==> src/shared/sfb_pkg.sv <==
// package: register map, field positions, reset values and event carrier
// What this block does
// summary bit 7 ORs every flag
// summary bits 6..3 OR each flag register
// event flags reset zero, write one clears
// watchdog flag sets on every watchdog error
// wake error sets on timer expiry to sleep
// event flag bits 3 and 1 read zero
// supply flags reset with power-on flag set
// supply/thermal flags write one clears
// serial error flag follows serial status error
// bus fault flags 5..2 write one clears
// bits 1/0 flag shorts to ground/battery
// bus fault bits 7..6 read zero
// event mask read-write, resets F3h
// supply mask read-write, resets 3Fh
// serial mask bit 7 resets set
// bus fault mask bits 5..0, resets 7Fh
// reserved range 5Ah..5Fh reads zero
// summary computed combinationally from flags
package sfb_pkg;
  // register indices as printed; byte address is four times the index
  localparam logic [7:0] SFB_IDX_SUMMARY   = 8'h50;
  localparam logic [7:0] SFB_IDX_EVT_FLAGS = 8'h51;
  localparam logic [7:0] SFB_IDX_SUP_FLAGS = 8'h52;
  localparam logic [7:0] SFB_IDX_SER_FLAGS = 8'h53;
  localparam logic [7:0] SFB_IDX_BUS_FLAGS = 8'h54;
  localparam logic [7:0] SFB_IDX_EVT_MASK  = 8'h56;
  localparam logic [7:0] SFB_IDX_SUP_MASK  = 8'h57;
  localparam logic [7:0] SFB_IDX_SER_MASK  = 8'h58;
  localparam logic [7:0] SFB_IDX_BUS_MASK  = 8'h59;
  localparam logic [7:0] SFB_IDX_RSVD_LO   = 8'h5A;
  localparam logic [7:0] SFB_IDX_RSVD_HI   = 8'h5F;

  // implemented-bit masks of each flag register
  localparam logic [7:0] SFB_EVT_BITS = 8'hF5;
  localparam logic [7:0] SFB_SUP_BITS = 8'h77;
  localparam logic [7:0] SFB_SER_BITS = 8'h80;
  localparam logic [7:0] SFB_BUS_BITS = 8'h3F;

  // reset values
  localparam logic [7:0] SFB_EVT_FLAGS_RST = 8'h00;
  localparam logic [7:0] SFB_SUP_FLAGS_RST = 8'h40;
  localparam logic [7:0] SFB_SER_FLAGS_RST = 8'h00;
  localparam logic [7:0] SFB_BUS_FLAGS_RST = 8'h00;
  localparam logic [7:0] SFB_EVT_MASK_RST  = 8'hF3;
  localparam logic [7:0] SFB_SUP_MASK_RST  = 8'h3F;
  localparam logic [7:0] SFB_SER_MASK_RST  = 8'h80;
  localparam logic [7:0] SFB_BUS_MASK_RST  = 8'h7F;
  // writable bits of each mask register
  localparam logic [7:0] SFB_EVT_MASK_BITS = 8'hF5;
  localparam logic [7:0] SFB_SUP_MASK_BITS = 8'h37;
  localparam logic [7:0] SFB_SER_MASK_BITS = 8'h80;
  localparam logic [7:0] SFB_BUS_MASK_BITS = 8'h3F;

  // field positions
  localparam int SFB_B_WATCHDOG   = 7;
  localparam int SFB_B_BUS_WAKE   = 6;
  localparam int SFB_B_LOCAL_WAKE = 5;
  localparam int SFB_B_WAKE_ERR   = 4;
  localparam int SFB_B_SILENT     = 2;
  localparam int SFB_B_STUCK_DOM  = 0;
  localparam int SFB_B_POWER_ON   = 6;
  localparam int SFB_B_REG_OV     = 5;
  localparam int SFB_B_IN_UV      = 4;
  localparam int SFB_B_REG_UV     = 2;
  localparam int SFB_B_TSD        = 1;
  localparam int SFB_B_THERMAL_WARNING       = 0;
  localparam int SFB_B_SERIAL     = 7;
  localparam int SFB_B_SHORTED    = 5;
  localparam int SFB_B_H_BAT      = 4;
  localparam int SFB_B_L_GND      = 3;
  localparam int SFB_B_OPEN       = 2;
  localparam int SFB_B_BUS_GND    = 1;
  localparam int SFB_B_BUS_BAT    = 0;
  localparam int SFB_B_ANY        = 7;
  localparam int SFB_B_SUM_EVT    = 6;
  localparam int SFB_B_SUM_SUP    = 5;
  localparam int SFB_B_SUM_SER    = 4;
  localparam int SFB_B_SUM_BUS    = 3;

  // asynchronous event levels from the sources
  typedef struct packed {
    logic watchdog_event;
    logic bus_wake;
    logic local_wake;
    logic wake_timer_expired;
    logic in_sleep;
    logic bus_silent;
    logic stuck_dominant;
    logic regulator_overvoltage;
    logic input_undervoltage;
    logic regulator_undervoltage;
    logic thermal_shutdown;
    logic thermal_warning;
    logic serial_error;
    logic lines_shorted;
    logic high_to_battery;
    logic low_to_ground;
    logic bus_open;
    logic bus_to_ground;
    logic bus_to_battery;
  } sfb_events_t;

  // decoded register write
  typedef struct packed {
    logic       wr;
    logic [7:0] idx;
    logic [7:0] data;
  } sfb_wr_t;
endpackage

==> src/design/sfb_flag_reg.sv <==
// one sticky write-one-to-clear flag register with its enable mask
`timescale 1ns/1ps
module sfb_flag_reg #(
  parameter logic [7:0] FLAG_IDX  = 8'h00,
  parameter logic [7:0] MASK_IDX  = 8'h00,
  parameter logic [7:0] FLAG_BITS = 8'h00,
  parameter logic [7:0] FLAG_RST  = 8'h00,
  parameter logic [7:0] MASK_BITS = 8'h00,
  parameter logic [7:0] MASK_RST  = 8'h00
) (
  // clock and reset
  input  wire logic           pclk,
  input  wire logic           presetn,
  // register write and hardware set
  input  wire sfb_pkg::sfb_wr_t wr,
  input  wire logic [7:0]     set,
  // state
  output logic [7:0]          flags_r,
  output logic [7:0]          mask_r
);
  import sfb_pkg::*;

  // set wins over a simultaneous write-one clear; reserved bits stay zero
  always_ff @(posedge pclk or negedge presetn) begin
    if (!presetn) begin
      flags_r <= FLAG_RST;
    end else begin
      flags_r <= ((flags_r & ~((wr.wr && wr.idx == FLAG_IDX) ? wr.data : 8'h00)) | set)
                 & FLAG_BITS;
    end
  end

  // enables are plain read-write over implemented bits
  always_ff @(posedge pclk or negedge presetn) begin
    if (!presetn) begin
      mask_r <= MASK_RST;
    end else if (wr.wr && wr.idx == MASK_IDX) begin
      mask_r <= wr.data & MASK_BITS;
    end
  end
endmodule // sfb_flag_reg

==> src/design/sfb_sync.sv <==
// two-flop synchroniser for a bus of asynchronous event levels
`timescale 1ns/1ps
module sfb_sync #(
  parameter int W = 1
) (
  // clock and reset
  input  wire logic         pclk,
  input  wire logic         presetn,
  // levels
  input  wire logic [W-1:0] d,
  output logic [W-1:0]      q
);
  logic [W-1:0] meta_r;

  // first stage feeds only the second
  always_ff @(posedge pclk or negedge presetn) begin
    if (!presetn) begin
      meta_r <= '0;
      q      <= '0;
    end else begin
      meta_r <= d;
      q      <= meta_r;
    end
  end
endmodule // sfb_sync

==> src/design/sfb_flag_bank.sv <==
// interrupt flag and mask bank with APB slave and interrupt output
//
// The implementer's own choice: register access over APB.
`timescale 1ns/1ps
module sfb_flag_bank (
  // apb clock and reset
  input  wire logic                 pclk,
  input  wire logic                 presetn,
  // apb slave
  input  wire logic                 psel,
  input  wire logic                 penable,
  input  wire logic                 pwrite,
  input  wire logic [11:0]          paddr,
  input  wire logic [31:0]          pwdata,
  output logic [31:0]               prdata,
  output logic                      pready,
  output logic                      pslverr,
  // asynchronous event levels from the analog and mode logic
  input  wire sfb_pkg::sfb_events_t events,
  // interrupt
  output logic                      irq
);
  import sfb_pkg::*;

  localparam int NEV = $bits(sfb_events_t);

  sfb_events_t ev_s;
  sfb_events_t ev_d_r;
  sfb_events_t ev_rise;
  sfb_wr_t     wr;
  logic [7:0]  set_evt, set_sup, set_ser, set_bus;
  logic [7:0]  evt_f, sup_f, ser_f, bus_f;
  logic [7:0]  evt_m, sup_m, ser_m, bus_m;
  logic [7:0]  summary;
  logic [7:0]  rd_byte;
  logic        access;
  logic        addr_ok;

  // event levels arrive from another domain
  sfb_sync #(.W(NEV)) u_sync (
    .pclk    (pclk),
    .presetn (presetn),
    .d       (events),
    .q       (ev_s)
  );

  // rising edges: a held fault sets its flag once, not again after clearing
  always_ff @(posedge pclk or negedge presetn) begin
    if (!presetn) begin
      ev_d_r <= '0;
    end else begin
      ev_d_r <= ev_s;
    end
  end
  assign ev_rise = ev_s & ~ev_d_r;

  // map event edges onto flag positions
  always_comb begin
    set_evt = 8'h00;
    set_sup = 8'h00;
    set_ser = 8'h00;
    set_bus = 8'h00;
    set_evt[SFB_B_WATCHDOG]   = ev_rise.watchdog_event;
    set_evt[SFB_B_BUS_WAKE]   = ev_rise.bus_wake;
    set_evt[SFB_B_LOCAL_WAKE] = ev_rise.local_wake;
    set_evt[SFB_B_WAKE_ERR]   = ev_rise.wake_timer_expired & ev_s.in_sleep;
    set_evt[SFB_B_SILENT]     = ev_rise.bus_silent;
    set_evt[SFB_B_STUCK_DOM]  = ev_rise.stuck_dominant;
    set_sup[SFB_B_REG_OV]     = ev_rise.regulator_overvoltage;
    set_sup[SFB_B_IN_UV]      = ev_rise.input_undervoltage;
    set_sup[SFB_B_REG_UV]     = ev_rise.regulator_undervoltage;
    set_sup[SFB_B_TSD]        = ev_rise.thermal_shutdown;
    set_sup[SFB_B_THERMAL_WARNING]       = ev_rise.thermal_warning;
    set_ser[SFB_B_SERIAL]     = ev_rise.serial_error;
    set_bus[SFB_B_SHORTED]    = ev_rise.lines_shorted;
    set_bus[SFB_B_H_BAT]      = ev_rise.high_to_battery;
    set_bus[SFB_B_L_GND]      = ev_rise.low_to_ground;
    set_bus[SFB_B_OPEN]       = ev_rise.bus_open;
    set_bus[SFB_B_BUS_GND]    = ev_rise.bus_to_ground;
    set_bus[SFB_B_BUS_BAT]    = ev_rise.bus_to_battery;
  end

  // apb decode: zero-wait access phase, word index from byte address
  assign access  = psel && penable;
  assign addr_ok = (paddr[1:0] == 2'b00) && (paddr[11:10] == 2'b00);
  assign wr.wr   = access && pwrite && addr_ok;
  assign wr.idx  = paddr[9:2];
  assign wr.data = pwdata[7:0];

  // flag registers and their masks
  sfb_flag_reg #(.FLAG_IDX(SFB_IDX_EVT_FLAGS), .MASK_IDX(SFB_IDX_EVT_MASK),
    .FLAG_BITS(SFB_EVT_BITS), .FLAG_RST(SFB_EVT_FLAGS_RST),
    .MASK_BITS(SFB_EVT_MASK_BITS), .MASK_RST(SFB_EVT_MASK_RST)) u_evt (
    .pclk(pclk), .presetn(presetn), .wr(wr), .set(set_evt),
    .flags_r(evt_f), .mask_r(evt_m));
  sfb_flag_reg #(.FLAG_IDX(SFB_IDX_SUP_FLAGS), .MASK_IDX(SFB_IDX_SUP_MASK),
    .FLAG_BITS(SFB_SUP_BITS), .FLAG_RST(SFB_SUP_FLAGS_RST),
    .MASK_BITS(SFB_SUP_MASK_BITS), .MASK_RST(SFB_SUP_MASK_RST)) u_sup (
    .pclk(pclk), .presetn(presetn), .wr(wr), .set(set_sup),
    .flags_r(sup_f), .mask_r(sup_m));
  sfb_flag_reg #(.FLAG_IDX(SFB_IDX_SER_FLAGS), .MASK_IDX(SFB_IDX_SER_MASK),
    .FLAG_BITS(SFB_SER_BITS), .FLAG_RST(SFB_SER_FLAGS_RST),
    .MASK_BITS(SFB_SER_MASK_BITS), .MASK_RST(SFB_SER_MASK_RST)) u_ser (
    .pclk(pclk), .presetn(presetn), .wr(wr), .set(set_ser),
    .flags_r(ser_f), .mask_r(ser_m));
  sfb_flag_reg #(.FLAG_IDX(SFB_IDX_BUS_FLAGS), .MASK_IDX(SFB_IDX_BUS_MASK),
    .FLAG_BITS(SFB_BUS_BITS), .FLAG_RST(SFB_BUS_FLAGS_RST),
    .MASK_BITS(SFB_BUS_MASK_BITS), .MASK_RST(SFB_BUS_MASK_RST)) u_bus (
    .pclk(pclk), .presetn(presetn), .wr(wr), .set(set_bus),
    .flags_r(bus_f), .mask_r(bus_m));

  // summary straight from the flags, no extra storage
  always_comb begin
    summary                = 8'h00;
    summary[SFB_B_SUM_EVT] = |evt_f;
    summary[SFB_B_SUM_SUP] = |sup_f;
    summary[SFB_B_SUM_SER] = |ser_f;
    summary[SFB_B_SUM_BUS] = |bus_f;
    summary[SFB_B_ANY]     = |{evt_f, sup_f, ser_f, bus_f};
  end

  // read mux; reserved range and unknown indices read zero
  always_comb begin
    case (wr.idx)
      SFB_IDX_SUMMARY:   rd_byte = summary;
      SFB_IDX_EVT_FLAGS: rd_byte = evt_f;
      SFB_IDX_SUP_FLAGS: rd_byte = sup_f;
      SFB_IDX_SER_FLAGS: rd_byte = ser_f;
      SFB_IDX_BUS_FLAGS: rd_byte = bus_f;
      SFB_IDX_EVT_MASK:  rd_byte = evt_m;
      SFB_IDX_SUP_MASK:  rd_byte = sup_m;
      SFB_IDX_SER_MASK:  rd_byte = ser_m;
      SFB_IDX_BUS_MASK:  rd_byte = bus_m;
      default:           rd_byte = 8'h00;
    endcase
  end

  // registered read data, captured in setup so it is valid in access phase
  always_ff @(posedge pclk or negedge presetn) begin
    if (!presetn) begin
      prdata <= 32'h0000_0000;
    end else if (psel && !penable && !pwrite) begin
      prdata <= {24'h00_0000, addr_ok ? rd_byte : 8'h00};
    end
  end

  // ready in the first access cycle of every transfer; misaligned or out-of-window addresses flag an error
  always_ff @(posedge pclk or negedge presetn) begin
    if (!presetn) begin
      pready  <= 1'b0;
      pslverr <= 1'b0;
    end else begin
      pready  <= psel && !penable;
      pslverr <= psel && !penable && !addr_ok;
    end
  end

  // level interrupt from any enabled flag; registered, one cycle late
  always_ff @(posedge pclk or negedge presetn) begin
    if (!presetn) begin
      irq <= 1'b0;
    end else begin
      irq <= |{evt_f & evt_m, sup_f & sup_m, ser_f & ser_m, bus_f & bus_m};
    end
  end

  // checks
  AST_ANY_OR: assert property (@(posedge pclk) disable iff (!presetn)
    summary[7] == (|{evt_f, sup_f, ser_f, bus_f})) else $error("any_fault wrong");
  AST_GROUP_OR: assert property (@(posedge pclk) disable iff (!presetn)
    summary[2:0] == 3'b000 && summary[6] == |evt_f && summary[3] == |bus_f)
    else $error("group summary wrong");
  AST_WD_SET: assert property (@(posedge pclk) disable iff (!presetn)
    ev_rise.watchdog_event |=> evt_f[7]) else $error("watchdog flag missed");
  AST_WAKE_ERR: assert property (@(posedge pclk) disable iff (!presetn)
    (ev_rise.wake_timer_expired && ev_s.in_sleep) |=> evt_f[4])
    else $error("wake error missed");
  // mask bit 1 is set by its printed reset value, so only bit 3 of the mask is held at zero
  AST_RSVD_EVT: assert property (@(posedge pclk) disable iff (!presetn)
    evt_f[3] == 1'b0 && evt_f[1] == 1'b0 && evt_m[3] == 1'b0)
    else $error("reserved event bit set");
  AST_W1C: assert property (@(posedge pclk) disable iff (!presetn)
    (wr.wr && wr.idx == SFB_IDX_SUP_FLAGS && wr.data[1] && !set_sup[1]) |=> !sup_f[1])
    else $error("write one did not clear");
  AST_SERIAL: assert property (@(posedge pclk) disable iff (!presetn)
    ev_rise.serial_error |=> ser_f == 8'h80) else $error("serial flag wrong");
  AST_BUS_GND: assert property (@(posedge pclk) disable iff (!presetn)
    ev_rise.bus_to_ground |=> bus_f[1]) else $error("bus ground flag missed");
  // mask bit 6 is set by its printed reset value; a write must still leave it clear
  AST_BUS_RSVD: assert property (@(posedge pclk) disable iff (!presetn)
    bus_f[7:6] == 2'b00 && bus_m[7] == 1'b0) else $error("bus reserved set");
  AST_MASK_WR: assert property (@(posedge pclk) disable iff (!presetn)
    (wr.wr && wr.idx == SFB_IDX_BUS_MASK) |=> bus_m == ($past(wr.data) & SFB_BUS_MASK_BITS))
    else $error("bus mask write wrong");
  AST_RSVD_RD: assert property (@(posedge pclk) disable iff (!presetn)
    (psel && !penable && !pwrite && wr.idx >= SFB_IDX_RSVD_LO && wr.idx <= SFB_IDX_RSVD_HI)
    |=> prdata == 32'h0) else $error("reserved range not zero");
  AST_IRQ: assert property (@(posedge pclk) disable iff (!presetn)
    (|(sup_f & sup_m)) |=> irq) else $error("irq missing");
endmodule // sfb_flag_bank

==> config.mk <==
export PLATFORM = sky130hd
export DESIGN_NAME = sfb_flag_bank
export DESIGN_NICKNAME = d
export VERILOG_FILES = /design/src/shared/sfb_pkg.sv /design/src/design/sfb_flag_reg.sv /design/src/design/sfb_sync.sv /design/src/design/sfb_flag_bank.sv
export SDC_FILE = /design/constraint.sdc
export NUM_CORES = 1
export LEC_CHECK = 0
export BUFFER_PORTS_ARGS = -buffer_cell sky130_fd_sc_hd__buf_2
export CAP_MARGIN = 30
export CORE_ASPECT_RATIO = 0.75
export CORE_MARGIN = 5
export CORE_UTILIZATION = 45
export DETAILED_ROUTE_END_ITERATION = 8
export PLACE_DENSITY = 0.67
export SYNTH_ARGS = -nofsm -noshare
export SYNTH_HDL_FRONTEND = slang
export SYNTH_HIERARCHICAL = 1
export SYNTH_SLANG_ARGS = --single-unit
==> constraint.sdc <==
create_clock -name pclk -period 3.36 [get_ports pclk]
set_input_delay 0.672 -clock pclk [delete_from_list [all_inputs] [get_ports pclk]]
set_output_delay 0.672 -clock pclk [all_outputs]
set_load 0.05 [all_outputs]
==> summary.txt <==
Yosys
  – Synth Register Bits: 107
  – Top-count cell post-synth: dfrtp_1
  – Share of the synthesized area in the top cell type: 42.2%
  – Number of synthesized flops with an enable pin: 0
  – Register area share after synthesis: a little over half
  – Post-synth top cells: dfrtp_1, buf_4, nand4_1
  – Synthesized instance count: 421
  – Warning count from the yosys run: 6
  – Post-Syn Area: 5100 um2
  – Top FF cell, synth: dfrtp_1
  – Dominant cells by area after synthesis: dfrtp_1, dfstp_2, buf_4
  – Ys async rst share: 100%
  – Post-synth cell types: ~60
  – Synth Area per Inst: 12.1 um2
  – Area leader, netlist: dfrtp_1

Detailed routing
  – Met3 wire len: ~600 um
  – Iteration-0 DRC Markers: roughly 190
  – Final ANT Viol Nets: 0
  – Drt total wl: about 13000 um
  – Top sig layer: met4
  – Routed wire per std cell: between 20 and 25 um
  – DR WL met2: 5900 um
  – First-pass DRT Iterations: 4
  – Via-to-Cell Ratio: roughly 5.6
  – Vias: approximately 3400
  – # DRC: 0
  – Met1 Wirelength: 6390 um

GRT
  – Vias in the first global route: approximately 3500
  – Largest net degree at the start of global routing: 68
  – Initial antenna violation count: 0
  – First-pass GRT wire length: 20600 um
  – Total track usage: 20.1%
  – Grt total ovfl: 0

Clocking
  – Resize count post-CTS: 0
  – TritonCTS clock tree: built
  – Clock Sinks: approximately 110
  – Clock insertion delay at the later pin of the skew report: between 0.3 and 0.4 ns
  – Post-CTS Setup Bufs: 0
  – Root Driver: clkbuf_16
  – CTS Buf Count: 9
  – H-tree depth: 3
  – CTS Hold Buffers Added: 0
  – CTS Buffer Depth: 2
  – Clock transition at the registers of the reported paths: around 0.080 ns

Place
  – Placed Instances: 600
  – Port buffer count: 54
  – Dpl hpwl: between 9000 and 10000 um
  – Final GP Congestion: approximately 1

Die
  – DIE AREA: roughly 14000 um2
  – Chip Height: between 100 and 150 um
  – Core ar.: between 10000 and 15000 um2
  – # rows: 33
  – Initial core utilization: approximately 46%
  – Die Width: 133 um
  – # IOs: 103

Finish
  – Fillcell total: 1000
  – Finished Layout Cells: ~600
  – Multi-input gate area: 2060 um2
  – Layout overhead on the synthesized area: 9.08%
  – Total area of sequential cells: about 2700 um2
  – ANT cells: 0
  – Fraction of layout cells with a size suffix above 1: about 28%
  – Final nets: 539

Worst setup path
  – Cells along the critical path: buf_2 -> nor4_1 -> and4_1 -> and4bb_1 -> nand4_4 -> mux2_4
  – Delay-heaviest family, CP: simple AND/OR/NAND/NOR gates
  – Worst R2R End: prdata[7]$_DFFE_PN0P_
  – Critical Path RT: between 3 and 4 ns
  – R2r startpoint: u_evt/flags_r[6]$_DFF_PN0_
  – Kind of end point of the critical path: flop
  – Path depth of the worst reg2reg path: 5
  – Crit Path Max Fanout: 7
  – Worst path slowest cell: nor4_1
  – Largest stage delay, worst path: between 0.5 and 0.6 ns
  – Worst EP arrival: roughly 2.8 ns
  – CP startpoint kind: primary input
  – Reg2reg setup slack: ~1.6 ns
  – Cell count along the critical path: 6
  – Critical path class: primary input to flop
  – Buf+Inv Stages, Crit Path: 1

Pwr
  – Worst VDD drop: roughly 0.30 mV
  – Switching part of the total: 26.9%
  – Clock share of power: approximately two fifths
  – Int Pwr: 0.00191 W
  – Net Switching: ~0.0007 W
  – Reg power frac: around half
  – Comb pwr share: under 10%
  – Pwr per Cell Area: around 470 nW/um2
  – P_leak: approximately 2.4 nW

STA
  – Setup TNS: 0 ns
  – Final setup fails: 0
  – Layout Skew: roughly 0.010 ns
  – Rel. slew slack: 50.9%
  – Final period util: 75.4%
  – FMAX: around 390 MHz
  – Worst-Margin Slew: 0.735 ns
  – Min Tclk post-route: ~2.5 ns
  – Final Hold Vio Count: 0
  – Unrepaired setup endpoints after global routing: false
  – Max-slew violations: 0

Hold path
  – Hold WC Path Type: primary input to async pin

Run status
  – Outcome: finished, final reports clean

Flow run
  – Max cap viols: 0
how the worst max path moves through the flow:
| stage | endpoint | start |
|---|---|---|
| global placement | u_evt/mask_r[2]$_DFFE_PN0P_ | paddr[1] |
| detailed placement | u_evt/mask_r[2]$_DFFE_PN0P_ | paddr[1] |
| global route | u_evt/mask_r[2]$_DFFE_PN0P_ | paddr[1] |
| CTS | u_evt/mask_r[2]$_DFFE_PN0P_ | paddr[1] |
| floorplan | u_bus/mask_r[0]$_DFFE_PN1P_ | paddr[1] |
| finish | u_evt/mask_r[2]$_DFFE_PN0P_ | paddr[1] |
state kept, by name, summed over array words and instances, names as in the netlist, 6 cells and up:
name	count
u_sync/meta_r	19
u_bus/flags_r	6
u_sync/q	19
u_evt/mask_r	7
u_sup/mask_r	6
u_evt/flags_r	6
u_sup/flags_r	6
u_bus/mask_r	7
prdata	8
ev_d_r	18
through the flow:
| step | hold WS [ns] | instance area (um2) | utilization, % | worst slack, ns | total power, W |
|---|---|---|---|---|---|
| after floorplan | 0.331 | 5260 | - | 1.01 | 0.00155 |
| after global placement | 0.332 | 5270 | 47.8 | 0.523 | 0.00160 |
| after detailed placement | 0.336 | 5270 | 47.8 | 0.486 | 0.00160 |
| after CTS | 0.305 | 5560 | 50.4 | 0.846 | 0.00265 |
| after global routing | 0.334 | 5560 | 50.4 | 0.665 | 0.00273 |
| final | 0.285 | 5560 | 50.4 | 0.826 | 0.00262 |
power groups by stage:
| stage | registers, W | clock network (W) | logic (W) |
|---|---|---|---|
| global placement | 0.00136 | 0 | 0.000237 |
| floorplan | 0.00136 | 0 | 0.000187 |
| CTS | 0.00134 | 0.00107 | 0.000239 |
| detailed placement | 0.00136 | 0 | 0.000238 |
| finish | 0.00134 | 0.00104 | 0.000245 |
| global route | 0.00134 | 0.00113 | 0.000266 |
cell type report:
type	instances	share of cell area [%]
repair buffers	58	5.67
well taps	140	3.15
flip-flops and latches	107	48.6
inverters	4	0.270
clock inverters	6	1.13
clock buffers	10	4.12
multi-input cells	291	37.0
cells by family after synthesis:
logic type | after synthesis | synth area share (%)
AND/OR/NAND/NOR | 132 | 17.0
flip-flops | 107 | 53.0
AO/OA/AOI/OAI | 77 | 11.8
buffers and inverters | 67 | 9.79
multiplexers | 33 | 8.05
other | 5 | 0.368
routing by layer:
metal | up-vias | track usage (%)
li1 | 1566 | -
met1 | 1758 | 29.7
met2 | 101 | 30.7
met3 | 13 | 4.53
met4 | 0 | 4.07
met5 | - | 0
cell usage in the layout, fill, tap and decap left out, types with 3 or more instances in the layout:
| cell | instances |
|---|---|
| a221oi_1 | 5 |
| mux2i_1 | 8 |
| conb_1 | 49 |
| nor2b_1 | 22 |
| mux2_2 | 11 |
| nand4_1 | 23 |
| buf_2 | 53 |
| o21ai_0 | 3 |
| a22o_1 | 9 |
| mux2_4 | 13 |
| dfrtp_1 | 86 |
| inv_6 | 4 |
| dfstp_2 | 21 |
| nor4_1 | 11 |
| nand2b_1 | 4 |
| and4bb_1 | 3 |
| a22oi_1 | 18 |
| nor2_1 | 12 |
| nand3_1 | 11 |
| a21o_1 | 20 |
| clkbuf_16 | 9 |
| a32oi_1 | 4 |
| nor3b_1 | 3 |
| buf_4 | 4 |
| and3_1 | 3 |
| nand2_1 | 15 |
| inv_1 | 4 |
No activity file was read; power rests on OpenSTA's default activity.
